[src/ckgcr_pkg.sv]
package ckgcr_pkg;

  // two-wire link framing
  localparam logic [7:0] DEV_ADDR      = 8'hd2;
  localparam logic [3:0] BITS_PER_BYTE = 4'h8;
  localparam logic [3:0] ACK_SLOT      = 4'h8;
  localparam logic [3:0] ACK_DONE      = 4'h9;
  localparam logic [7:0] BLOCK_COUNT   = 8'h08;

  // command byte fields
  localparam int CMD_BYTE_BIT = 7;
  localparam int CMD_CS_HI    = 6;
  localparam int CMD_CS_LO    = 5;
  localparam int CMD_OFS_HI   = 4;

  // register indices
  localparam logic [4:0] IDX_OUT_EN = 5'h00;
  localparam logic [4:0] IDX_SPREAD = 5'h02;
  localparam logic [4:0] IDX_TEST   = 5'h06;
  localparam logic [4:0] IDX_IDENT  = 5'h07;
  localparam int         NUM_RW     = 7;

  // field positions
  localparam int OE_BIT         = 2;
  localparam int SPREAD_AMT_BIT = 7;
  localparam int SPREAD_EN_BIT  = 2;
  localparam int TEST_MODE_BIT  = 6;
  localparam int TEST_SEL_BIT   = 7;

  // power-up values of bytes 0..6, byte 0 in the low slot
  localparam logic [6:0][7:0] CFG_PUP = {
    8'h13, 8'h00, 8'h01, 8'haf, 8'hea, 8'h00, 8'h7c
  };

  // divided reference ratio for test clock mode
  localparam int REF_DIV_DEFAULT = 4;

  typedef enum logic [6:0] {
    PH_IDLE   = 7'h01,
    PH_ADDR   = 7'h02,
    PH_CMD    = 7'h04,
    PH_WCNT   = 7'h08,
    PH_WDATA  = 7'h10,
    PH_RDATA  = 7'h20,
    PH_IGNORE = 7'h40
  } ckgcr_phase_t;

endpackage

[src/ckgcr_regs.sv]
// Operation
// - byte 0 bit 2 enables differential output
// - byte 2 bit 7 picks down-spread amount
// - byte 2 bit 2 switches spread modulation
// - byte 6 bit 6 enters test clock
// - byte 6 bit 7: divided reference or off
// - byte 7 reads revision and vendor code
// - all bytes take power-up values at reset
// - command byte: mode, select 00, offset
// - respond only to address d2
// - block transfers ascend, may stop anywhere
`timescale 1ns/1ps
module ckgcr_regs
  import ckgcr_pkg::*;
#(
  parameter logic [3:0] REV_CODE    = 4'h5, // arbitrary
  parameter logic [3:0] VENDOR_CODE = 4'ha, // arbitrary
  parameter int         REF_DIV     = REF_DIV_DEFAULT
) (
  input  wire logic clk,
  input  wire logic rst,
  input  wire logic scl,
  input  wire logic serialDataPinIn,
  output logic      serialDataPinOut,
  output logic      serialDataPinOe,
  output logic      diffOutputEnable,
  output logic      diffOutOe,
  output logic      diffOutTestClkSel,
  output logic      refDivClk,
  output logic      spreadModulationEnable,
  output logic      downSpreadAmountSelect,
  output logic      testModeActive
);

  typedef struct packed {
    ckgcr_phase_t     phase;
    logic             sclPrev;
    logic             sdaPrev;
    logic [3:0]       bitCnt;
    logic [7:0]       shReg;
    logic [7:0]       txReg;
    logic             ackDrv;
    logic             drvData;
    logic             blockMode;
    logic             rdCount;
    logic [4:0]       ptr;
    logic [6:0][7:0]  regs;
  } ckgcr_state_t;

  localparam logic [7:0] IDENT = {REV_CODE, VENDOR_CODE};

  ckgcr_state_t s_r;
  ckgcr_state_t s_nxt;

  logic sdaIn;
  logic sclRise;
  logic sclFall;
  logic startSeen;
  logic stopSeen;
  logic testSel;
  logic cmdCsOk;
  logic addrMatch;

  assign sdaIn     = serialDataPinIn;
  assign sclRise   = !s_r.sclPrev && scl;
  assign sclFall   = s_r.sclPrev && !scl;
  assign startSeen = s_r.sclPrev && scl && s_r.sdaPrev && !sdaIn;
  assign stopSeen  = s_r.sclPrev && scl && !s_r.sdaPrev && sdaIn;
  assign addrMatch = s_r.shReg[7:1] == DEV_ADDR[7:1];
  assign cmdCsOk   = s_r.shReg[CMD_CS_HI:CMD_CS_LO] == 2'b00;

  function automatic logic [7:0] rd_byte(input logic [6:0][7:0] regs,
                                         input logic [4:0] idx);
    logic [7:0] v;
    v = 8'h00;
    if (idx < IDX_IDENT) begin
      v = regs[idx[2:0]];
    end else if (idx == IDX_IDENT) begin
      v = IDENT;
    end
    return v;
  endfunction

  always_comb begin
    s_nxt         = s_r;
    s_nxt.sclPrev = scl;
    s_nxt.sdaPrev = sdaIn;
    if (startSeen) begin
      // repeated start keeps command, offset and mode
      s_nxt.phase   = PH_ADDR;
      s_nxt.bitCnt  = 4'h0;
      s_nxt.ackDrv  = 1'b0;
      s_nxt.drvData = 1'b0;
    end else if (stopSeen) begin
      s_nxt.phase   = PH_IDLE;
      s_nxt.bitCnt  = 4'h0;
      s_nxt.ackDrv  = 1'b0;
      s_nxt.drvData = 1'b0;
    end else if (s_r.phase != PH_IDLE && s_r.phase != PH_IGNORE) begin
      if (sclRise) begin
        if (s_r.bitCnt < BITS_PER_BYTE) begin
          s_nxt.shReg  = {s_r.shReg[6:0], sdaIn};
          s_nxt.bitCnt = 4'(s_r.bitCnt + 1'b1);
        end else if (s_r.bitCnt == ACK_SLOT) begin
          s_nxt.bitCnt = ACK_DONE;
          // controller not-acknowledge ends a read
          if (s_r.phase == PH_RDATA && !s_r.ackDrv && sdaIn) begin
            s_nxt.phase = PH_IGNORE;
          end
        end
      end else if (sclFall) begin
        if (s_r.phase == PH_RDATA && !s_r.ackDrv &&
            s_r.bitCnt != 4'h0 && s_r.bitCnt < BITS_PER_BYTE) begin
          s_nxt.txReg = {s_r.txReg[6:0], 1'b0};
        end else if (s_r.bitCnt == ACK_SLOT) begin
          case (s_r.phase)
            PH_RDATA: begin
              s_nxt.drvData = 1'b0;
            end
            PH_ADDR: begin
              if (addrMatch) begin
                s_nxt.ackDrv = 1'b1;
                if (s_r.shReg[0]) begin
                  s_nxt.phase = PH_RDATA;
                  if (s_r.blockMode) begin
                    s_nxt.txReg   = BLOCK_COUNT;
                    s_nxt.rdCount = 1'b1;
                  end else begin
                    s_nxt.txReg   = rd_byte(s_r.regs, s_r.ptr);
                    s_nxt.rdCount = 1'b0;
                  end
                end else begin
                  s_nxt.phase = PH_CMD;
                end
              end else begin
                s_nxt.phase = PH_IGNORE;
              end
            end
            PH_CMD: begin
              if (cmdCsOk) begin
                s_nxt.ackDrv    = 1'b1;
                s_nxt.blockMode = !s_r.shReg[CMD_BYTE_BIT];
                // block access always starts at byte 0
                s_nxt.ptr = s_r.shReg[CMD_BYTE_BIT] ?
                            s_r.shReg[CMD_OFS_HI:0] : 5'h00;
                s_nxt.phase = s_r.shReg[CMD_BYTE_BIT] ? PH_WDATA : PH_WCNT;
              end else begin
                s_nxt.phase = PH_IGNORE;
              end
            end
            PH_WCNT: begin
              // count is not enforced: a block may stop after any byte
              s_nxt.ackDrv = 1'b1;
              s_nxt.phase  = PH_WDATA;
            end
            PH_WDATA: begin
              s_nxt.ackDrv = 1'b1;
              if (s_r.ptr < IDX_IDENT) begin
                s_nxt.regs[s_r.ptr[2:0]] = s_r.shReg;
              end
              if (s_r.blockMode) begin
                s_nxt.ptr = 5'(s_r.ptr + 1'b1);
              end
            end
            default: begin
              s_nxt.phase = PH_IGNORE;
            end
          endcase
        end else if (s_r.bitCnt == ACK_DONE) begin
          s_nxt.ackDrv = 1'b0;
          s_nxt.bitCnt = 4'h0;
          if (s_r.phase == PH_RDATA) begin
            s_nxt.drvData = 1'b1;
            if (!s_r.ackDrv) begin
              if (s_r.rdCount) begin
                s_nxt.rdCount = 1'b0;
                s_nxt.txReg   = rd_byte(s_r.regs, s_r.ptr);
              end else begin
                s_nxt.ptr   = 5'(s_r.ptr + 1'b1);
                s_nxt.txReg = rd_byte(s_r.regs, 5'(s_r.ptr + 1'b1));
              end
            end
          end
        end
      end
    end
  end

  always_ff @(posedge clk) begin
    if (rst) begin
      s_r       <= '0;
      s_r.phase <= PH_IDLE;
      s_r.regs  <= CFG_PUP;
      s_r.sclPrev <= 1'b1;
      s_r.sdaPrev <= 1'b1;
    end else begin
      s_r <= s_nxt;
    end
  end

  // open drain: only ever pull low
  assign serialDataPinOut = 1'b0;
  assign serialDataPinOe  = s_r.ackDrv || (s_r.drvData && !s_r.txReg[7]);

  assign testModeActive = s_r.regs[IDX_TEST][TEST_MODE_BIT];
  assign testSel        = s_r.regs[IDX_TEST][TEST_SEL_BIT];
  assign diffOutputEnable = s_r.regs[IDX_OUT_EN][OE_BIT];
  // test mode overrides the normal enable
  assign diffOutOe = testModeActive ? testSel : diffOutputEnable;
  assign diffOutTestClkSel = testModeActive && testSel;
  assign spreadModulationEnable =
    s_r.regs[IDX_SPREAD][SPREAD_EN_BIT];
  assign downSpreadAmountSelect =
    s_r.regs[IDX_SPREAD][SPREAD_AMT_BIT];

  ckgcr_ref_div #(
    .DIV (REF_DIV)
  ) u_ref_div (
    .clk       (clk),
    .rst       (rst),
    .enable    (diffOutTestClkSel),
    .refDivClk (refDivClk)
  );
endmodule

[src/ckgcr_ref_div.sv]
`timescale 1ns/1ps
module ckgcr_ref_div
  import ckgcr_pkg::*;
#(
  parameter int DIV = REF_DIV_DEFAULT
) (
  input  wire logic clk,
  input  wire logic rst,
  input  wire logic enable,
  output logic      refDivClk
);

  if (DIV < 2) begin : g_bad_div
    $error("ckgcr_ref_div: DIV must be at least 2");
  end

  localparam int CW = $clog2(DIV);

  typedef struct packed {
    logic [CW-1:0] cnt;
    logic          out;
  } ckgcr_div_t;

  ckgcr_div_t s_r;
  ckgcr_div_t s_nxt;

  // odd ratios give a duty cycle one count off half
  always_comb begin
    s_nxt = s_r;
    if (!enable) begin
      s_nxt = '0;
    end else if (s_r.cnt == CW'(DIV - 1)) begin
      s_nxt.cnt = '0;
      s_nxt.out = 1'b1;
    end else begin
      s_nxt.cnt = CW'(s_r.cnt + 1'b1);
      if (s_r.cnt == CW'(DIV / 2 - 1)) begin
        s_nxt.out = 1'b0;
      end
    end
  end

  always_ff @(posedge clk) begin
    if (rst) begin
      s_r <= '0;
    end else begin
      s_r <= s_nxt;
    end
  end

  assign refDivClk = s_r.out;

endmodule

[config.mk]
export PLATFORM = sky130hd
export DESIGN_NAME = ckgcr_regs
export DESIGN_NICKNAME = d
export VERILOG_FILES = /design/src/ckgcr_pkg.sv /design/src/ckgcr_regs.sv /design/src/ckgcr_ref_div.sv
export SDC_FILE = /design/constraint.sdc
export NUM_CORES = 1
export LEC_CHECK = 0
export BUFFER_PORTS_ARGS = -buffer_cell sky130_fd_sc_hd__buf_2
export CAP_MARGIN = 5
export CORE_MARGIN = 2
export CORE_UTILIZATION = 50
export DETAILED_ROUTE_END_ITERATION = 10
export MAX_ROUTING_LAYER = met4
export PLACE_DENSITY = 0.65
export REMOVE_ABC_BUFFERS = 1
export SLEW_MARGIN = 10
export SYNTH_ARGS = -nofsm -noshare
export SYNTH_HDL_FRONTEND = slang
export SYNTH_SLANG_ARGS = --single-unit
[constraint.sdc]
create_clock -name clk -period 3.2 [get_ports clk]
set_input_delay 0.16 -clock clk [delete_from_list [all_inputs] [get_ports clk]]
set_output_delay 0.16 -clock clk [all_outputs]
set_load 0.03 [all_outputs]
==> results of run 1 <==
-- worst register-to-register path: stages, from the launching register on --
cell and delay [ns]:
sky130_fd_sc_hd__dfxtp_1 0.35, sky130_fd_sc_hd__inv_1 0.05, sky130_fd_sc_hd__ha_1 0.32, sky130_fd_sc_hd__nor2b_1 0.21, sky130_fd_sc_hd__a21boi_0 0.42, sky130_fd_sc_hd__and4b_1 0.33, sky130_fd_sc_hd__and3_1 0.58, sky130_fd_sc_hd__nor2b_1 0.10
sky130_fd_sc_hd__a211o_1 0.28
-- stage by stage --
| step | hold WS (ns) | power, W | setup TNS, ns | area [um^2] |
|---|---|---|---|---|
| 2_1_floorplan | 0.229 | 0.00130 | -1.72 | 5420 |
| 3_3_place_gp | 0.404 | 0.00134 | 0 | 5830 |
| 3_5_place_dp | 0.410 | 0.00134 | 0 | 5830 |
| 4_1_cts | 0.0477 | 0.00260 | 0 | 6180 |
| 5_1_grt | 0.0700 | 0.00266 | 0 | 6180 |
| 6_report | 0.0596 | 0.00259 | 0 | 6180 |
-- cell type report --
cell class	instances	share of cell area
multi-input cells	502	0.550
clock inverters	5	0.0174
inverters	21	0.0128
clock buffers	11	0.0393
repair buffers	35	0.0381
flip-flops and latches	97	0.314
well taps	140	0.0283
-- cell families (layout without fill, tap and decap cells) --
group | Yosys count | after routing | synth area share
compound gates | 144 | 144 | 0.170
xor+xnor | 7 | 7 | 0.0108
fa+ha+maj | 10 | 10 | 0.0221
buf+inv | 76 | 72 | 0.0578
flops | 97 | 97 | 0.343
mux | 70 | 70 | 0.152
other cells | 1 | 1 | 0.000662
simple gates | 270 | 270 | 0.244
-- sequential cells by signal, indices dropped and copies added, names as in the netlist --
| signal | flops |
|---|---|
| u_ref_div.refDivClk | 1 |
| spreadModulationEnable | 1 |
| diffOutputEnable | 1 |
| downSpreadAmountSelect | 1 |
| testModeActive | 1 |
| u_ref_div.s_r | 2 |
| s_r | 90 |
-- synthesized netlist by cell type, types with 4 or more instances --
master | count | area share
sky130_fd_sc_hd__dfxtp_1 | 97 | 0.34
sky130_fd_sc_hd__nor2_1 | 82 | 0.054
sky130_fd_sc_hd__nand2_1 | 54 | 0.036
sky130_fd_sc_hd__mux2i_1 | 48 | 0.085
sky130_fd_sc_hd__a21oi_1 | 40 | 0.035
sky130_fd_sc_hd__nand3_1 | 34 | 0.030
sky130_fd_sc_hd__clkbuf_1 | 30 | 0.020
sky130_fd_sc_hd__o21ai_0 | 30 | 0.026
sky130_fd_sc_hd__nor2b_1 | 24 | 0.026
sky130_fd_sc_hd__inv_1 | 21 | 0.014
sky130_fd_sc_hd__nor3_1 | 15 | 0.013
sky130_fd_sc_hd__a211o_1 | 13 | 0.020
sky130_fd_sc_hd__buf_2 | 12 | 0.011
sky130_fd_sc_hd__mux4_2 | 12 | 0.048
sky130_fd_sc_hd__nor4_1 | 11 | 0.012
sky130_fd_sc_hd__ha_1 | 10 | 0.022
sky130_fd_sc_hd__mux2_2 | 10 | 0.020
sky130_fd_sc_hd__nand2b_1 | 8 | 0.0088
sky130_fd_sc_hd__buf_1 | 7 | 0.0046
sky130_fd_sc_hd__a31oi_1 | 6 | 0.0066
sky130_fd_sc_hd__a221oi_1 | 5 | 0.0077
sky130_fd_sc_hd__a22oi_1 | 5 | 0.0066
sky130_fd_sc_hd__o211ai_1 | 5 | 0.0066
sky130_fd_sc_hd__xor2_1 | 5 | 0.0077
sky130_fd_sc_hd__and3_1 | 4 | 0.0044
sky130_fd_sc_hd__nand4b_1 | 4 | 0.0062
sky130_fd_sc_hd__or2_2 | 4 | 0.0044
-- final timing paths --
kind | start | endpoint | slack [ns] | depth (start not counted)
worst max-delay path | s_r[86]$_SDFF_PP1_ | downSpreadAmountSelect$_SDFFE_PP1P_ | 0.44 | 8
worst min-delay path | scl | s_r[86]$_SDFF_PP1_ | 0.06 | 2
worst max register to register | s_r[86]$_SDFF_PP1_ | downSpreadAmountSelect$_SDFFE_PP1P_ | 0.44 | 8
worst min register to register | s_r[13]$_SDFFE_PP0P_ | s_r[13]$_SDFFE_PP0P_ | 0.47 | 2
-- power by group --
| part | leakage, nW | switching, W | internal [W] |
|---|---|---|---|
| sequential | 0.783 | 0.00000818 | 0.00121 |
| clock | 0.171 | 0.000484 | 0.000791 |
| combinational | 1.24 | 0.0000644 | 0.0000278 |
-- per-layer routing --
| layer | vias to the layer above | track usage | wire [um] |
|---|---|---|---|
| met5 | - | - | 0 |
| li1 | 2420 | - | - |
| met1 | 2509 | 0.377 | 7390 |
| met4 | 0 | 0.103 | 284 |
| met3 | 24 | 0.0724 | 1240 |
| met2 | 207 | 0.387 | 7100 |
==> metrics, run 1 <==
Pre-antenna DRT Iters=5; areal power density over the cells=418 nW/um^2; number of port buffers=11; Total GRT Usage=0.274; core region area=10900 um^2; CP Data Arrival Time=3.00 ns; run status=finished clean; worst path bufs/invs=1; cell count after synthesis=675; transition time at the pin with the least slew margin=0.808 ns; count of flip-flops with a built-in enable after synthesis=0; area used by multi-input combinational logic=3400 um^2; Core Util, Final=0.565; total I/O pin count=13; count of different cell masters after synthesis=73; ratio of routed vias to standard cells=6.36; worst setup slack before clock tree synthesis=0.472 ns; DP Cell Count=795; Final Hold Vio Count=0; Row Count=38; layout cells sized above 1=0.133; die area=12200 um^2; post-synth design cell area=5670 um^2; final wirelength=16.0 mm; Initial Util=0.518; floorplan die height=110 um; final setup margin=0.442 ns; Placer Congestion=0.937; class of the worst hold path=in -> reg; H-tree depth reported by CTS=3; buffers from clock root to sink, at most=2; post-synthesis async set-or-reset flop share=0; # Post-CTS Setup Buffers=0; maximum fanout encountered on the critical timing path=12; Top FF cell, synth=sky130_fd_sc_hd__dfxtp_1; # diodes=0; Worst Setup End Kind=flip-flop; antenna violations before repair=0; CTS tree=done; worst-case headroom to the max-slew limit=0.461; Final #Nets=680; RSZ-0062 raised after global routing=no; most common cell after layout, fill and taps aside=sky130_fd_sc_hd__dfxtp_1; cts-stage hold buffer count=0; cell breakdown of the critical path=inv_1 > ha_1 > nor2b_1 > a21boi_0 > and4b_1 > and3_1 > nor2b_1 > a211o_1; Crit path top cell by count=sky130_fd_sc_hd__nor2b_1; routed length per instance=19.7 um; count of max-cap constraint violations=0; GRT overflow=0; Slowest cell on crit path=sky130_fd_sc_hd__and3_1; worst vdd rail ir drop=300 uV; crit path launch type=flip-flop; synthesis-to-finish area growth=9.05%; via count of the first global-routing pass=4788; clock buffer count from CTS=9; minimum clock period=2.76 ns; setup clock skew after layout=0.00955 ns; YS warnings=0; die extent in x=110 um; final count of negative-setup-slack endpoints=0; Clock transition at path regs=0.07 ns; DPL Wire Length=11.2 mm; cell at the root of the clock tree=sky130_fd_sc_hd__clkbuf_16; commonest cells after routing, fill and taps aside=96 x sky130_fd_sc_hd__dfxtp_1, 82 x sky130_fd_sc_hd__nor2_1, 54 x sky130_fd_sc_hd__nand2_1, 48 x sky130_fd_sc_hd__mux2i_1, 40 x sky130_fd_sc_hd__a21oi_1; Via Count=5160; latest clock arrival within the worst-skew pair=0.36 ns; pin count of the biggest net entering global routing=49; fin crit share=0.862; total leakage power=2.20 nW; number of nets with antenna violations after detailed routing=0; fraction of the yosys area taken by sequential cells=0.343; average instance area after synthesis=8.40 um^2; Starting DRT DRC Count=574; worst stage delay on the critical path=0.58 ns; cell family contributing the most delay on the critical path=simple AND/OR/NAND/NOR gates; Filler Cells Inserted=1020; total count of max-transition violations in the final report=0; Register Area=1940 um^2; detailed-route DRC error count=0; Max Clk Rate=0.363 GHz; number of synthesized register bits=97; PostCTS Resize Cnt=0; non-filler instance count after layout=811; required time at the worst-slack endpoint=3.45 ns; wire length of the first global-routing pass=25.8 mm; critical path start-end classification=reg -> reg; total clock sinks=97
Power figures use the tool's default switching activity.
==> run 2: changes to the inputs <==
--- a/config.mk
+++ b/config.mk
@@ -8,10 +8,10 @@
 export BUFFER_PORTS_ARGS = -buffer_cell sky130_fd_sc_hd__buf_2
 export CAP_MARGIN = 5
 export CORE_MARGIN = 2
-export CORE_UTILIZATION = 50
+export CORE_UTILIZATION = 40
 export DETAILED_ROUTE_END_ITERATION = 10
 export MAX_ROUTING_LAYER = met4
-export PLACE_DENSITY = 0.65
+export PLACE_DENSITY = 0.54
 export REMOVE_ABC_BUFFERS = 1
 export SLEW_MARGIN = 10
 export SYNTH_ARGS = -nofsm -noshare
==> run 2 against run 1 <==
Register-to-register slack worse by 0.03 ns. Non-clock buffer count up 2. Sequential power about the same. Wire length up 4.6%. Critical path depth down 3. Clock skew up 0.0019 ns. Setup slack worse by 0.033 ns. Via count down 2.0%. Clock-buffer cell count down 1. Flip-flop and latch count unchanged. First-iteration DRC count down 23%. Largest power group is now registers.
==> metrics, run 2 (synthesized netlist as in run 1, its figures left out) <==
run status=finished clean (unchanged); areal power density over the cells=385 nW/um^2 (was 418 nW/um^2); worst setup slack before clock tree synthesis=0.447 ns (was 0.472 ns); Register Area=1940 um^2 (unchanged); Final Hold Vio Count=0 (unchanged); most common cell after layout, fill and taps aside=sky130_fd_sc_hd__dfxtp_1 (unchanged); total I/O pin count=13 (unchanged); die area=15100 um^2 (was 12200 um^2); H-tree depth reported by CTS=3 (unchanged); number of nets with antenna violations after detailed routing=0 (unchanged); latest clock arrival within the worst-skew pair=0.36 ns (about the same); worst vdd rail ir drop=211 uV (was 300 uV); # Post-CTS Setup Buffers=0 (unchanged); total leakage power=2.18 nW (was 2.20 nW); commonest cells after routing, fill and taps aside=96 x sky130_fd_sc_hd__dfxtp_1, 82 x sky130_fd_sc_hd__nor2_1, 54 x sky130_fd_sc_hd__nand2_1, 48 x sky130_fd_sc_hd__mux2i_1, 40 x sky130_fd_sc_hd__a21oi_1 (unchanged); ratio of routed vias to standard cells=5.93 (was 6.36); cell at the root of the clock tree=sky130_fd_sc_hd__clkbuf_16 (unchanged); buffers from clock root to sink, at most=2 (unchanged); top flop regs=s_r: 90 flops, u_ref_div.s_r: 2 flops (unchanged); die extent in x=123 um (was 110 um); final count of negative-setup-slack endpoints=0 (unchanged); Starting DRT DRC Count=441 (was 574); Filler Cells Inserted=1430 (was 1020); detailed-route DRC error count=0 (unchanged); total count of max-transition violations in the final report=0 (unchanged); CP Data Arrival Time=3.04 ns (was 3.00 ns); PostCTS Resize Cnt=0 (unchanged); Via Count=5055 (was 5160); Pre-antenna DRT Iters=5 (unchanged); class of the worst hold path=in -> reg (unchanged); fin crit share=0.872 (was 0.862); Power Total=0.00238 W (was 0.00259 W); total clock sinks=97 (unchanged); Clock transition at path regs=0.07 ns (about the same); final wirelength=16.8 mm (was 16.0 mm); DPL Wire Length=11.7 mm (was 11.2 mm); Post-Place Cell Area=5900 um^2 (was 5830 um^2); Total GRT Usage=0.239 (was 0.274); Placer Congestion=0.929 (was 0.937); via count of the first global-routing pass=4642 (was 4788); GRT overflow=0 (unchanged); layout cells sized above 1=0.137 (was 0.133); Initial Util=0.408 (was 0.518); Final #Nets=682 (was 680); pin count of the biggest net entering global routing=80 (was 49); clock buffer count from CTS=9 (unchanged); worst hold slack=0.0428 ns (was 0.0596 ns); worst-case headroom to the max-slew limit=0.411 (was 0.461); required time at the worst-slack endpoint=3.45 ns (about the same); register with the most flip-flops=s_r (unchanged); CTS tree=done (unchanged); core region area=13900 um^2 (was 10900 um^2); crit path launch type=flip-flop (unchanged); area used by multi-input combinational logic=3400 um^2 (unchanged); critical path start-end classification=reg -> reg (unchanged); RSZ-0062 raised after global routing=no (unchanged); cts-stage hold buffer count=0 (unchanged); synthesis-to-finish area growth=9.09% (was 9.05%); routed length per instance=19.6 um (was 19.7 um); Max Clk Rate=0.358 GHz (was 0.363 GHz); floorplan die height=123 um (was 110 um); setup clock skew after layout=0.0115 ns (was 0.00955 ns); Row Count=43 (was 38); # diodes=0 (unchanged); final setup margin=0.410 ns (was 0.442 ns); antenna violations before repair=0 (unchanged); maximum fanout encountered on the critical timing path=14 (was 12); Worst Setup End Kind=flip-flop (unchanged); minimum clock period=2.79 ns (was 2.76 ns); transition time at the pin with the least slew margin=0.883 ns (was 0.808 ns); wire length of the first global-routing pass=26.6 mm (was 25.8 mm); count of max-cap constraint violations=0 (unchanged); number of port buffers=11 (unchanged); max reg flops=90 (unchanged); post-route cell area=6180 um^2 (about the same)
run 2: worst paths after layout:
kind              depth (start not counted)                         from  slack [ns]                          end
setup / recovery                          5         s_r[91]$_SDFFE_PP0P_        0.41         s_r[69]$_SDFFE_PP0P_
hold / removal                            2                          scl        0.04           s_r[86]$_SDFF_PP1_
setup reg to reg                          5         s_r[91]$_SDFFE_PP0P_        0.41         s_r[69]$_SDFFE_PP0P_
hold reg to reg                           1  u_ref_div.s_r[1]$_SDFF_PP0_        0.47  u_ref_div.s_r[1]$_SDFF_PP0_
run 2: final cells by class:
class / instances / share of cell area
sequential: 97 / 0.314
tap: 180 / 0.0364
clock buffer: 10 / 0.0386
inverter: 21 / 0.0127
clock inverter: 6 / 0.00789
multi-input combinational: 502 / 0.550
timing repair buffer: 37 / 0.0405
run 2: where the power goes:
part           switching [W]  leakage (nW)  internal, W
registers         0.00000760         0.783      0.00121
logic              0.0000647          1.25    0.0000285
clock network       0.000512         0.144     0.000559
total               0.000584          2.18      0.00180
run 2: layer usage:
layer  GRT usage  wire, um  part of all wire  vias to the layer above
li1            -         -                 -                     2422
met1       0.339      8170              0.49                     2478
met2       0.349      7380              0.44                      134
met3      0.0429       938             0.056                       21
met4      0.0653       265             0.016                        0
met5           -         0                 0                        -
run 2: metrics by stage:
step	setup TNS, ns	instances	util
3_3_place_gp	0	837	0.425
5_1_grt	0	853	0.445
2_1_floorplan	-1.72	620	-
4_1_cts	0	853	0.445
3_5_place_dp	0	837	0.425
6_report	0	853	0.445
run 2: worst max-delay path: stages, from the launching register on:
cell and delay, ns:
sky130_fd_sc_hd__dfxtp_1 0.44, sky130_fd_sc_hd__or4_4 0.61, sky130_fd_sc_hd__or4b_4 0.68, sky130_fd_sc_hd__a211oi_4 0.52
sky130_fd_sc_hd__o21ai_1 0.13, sky130_fd_sc_hd__a221oi_1 0.31
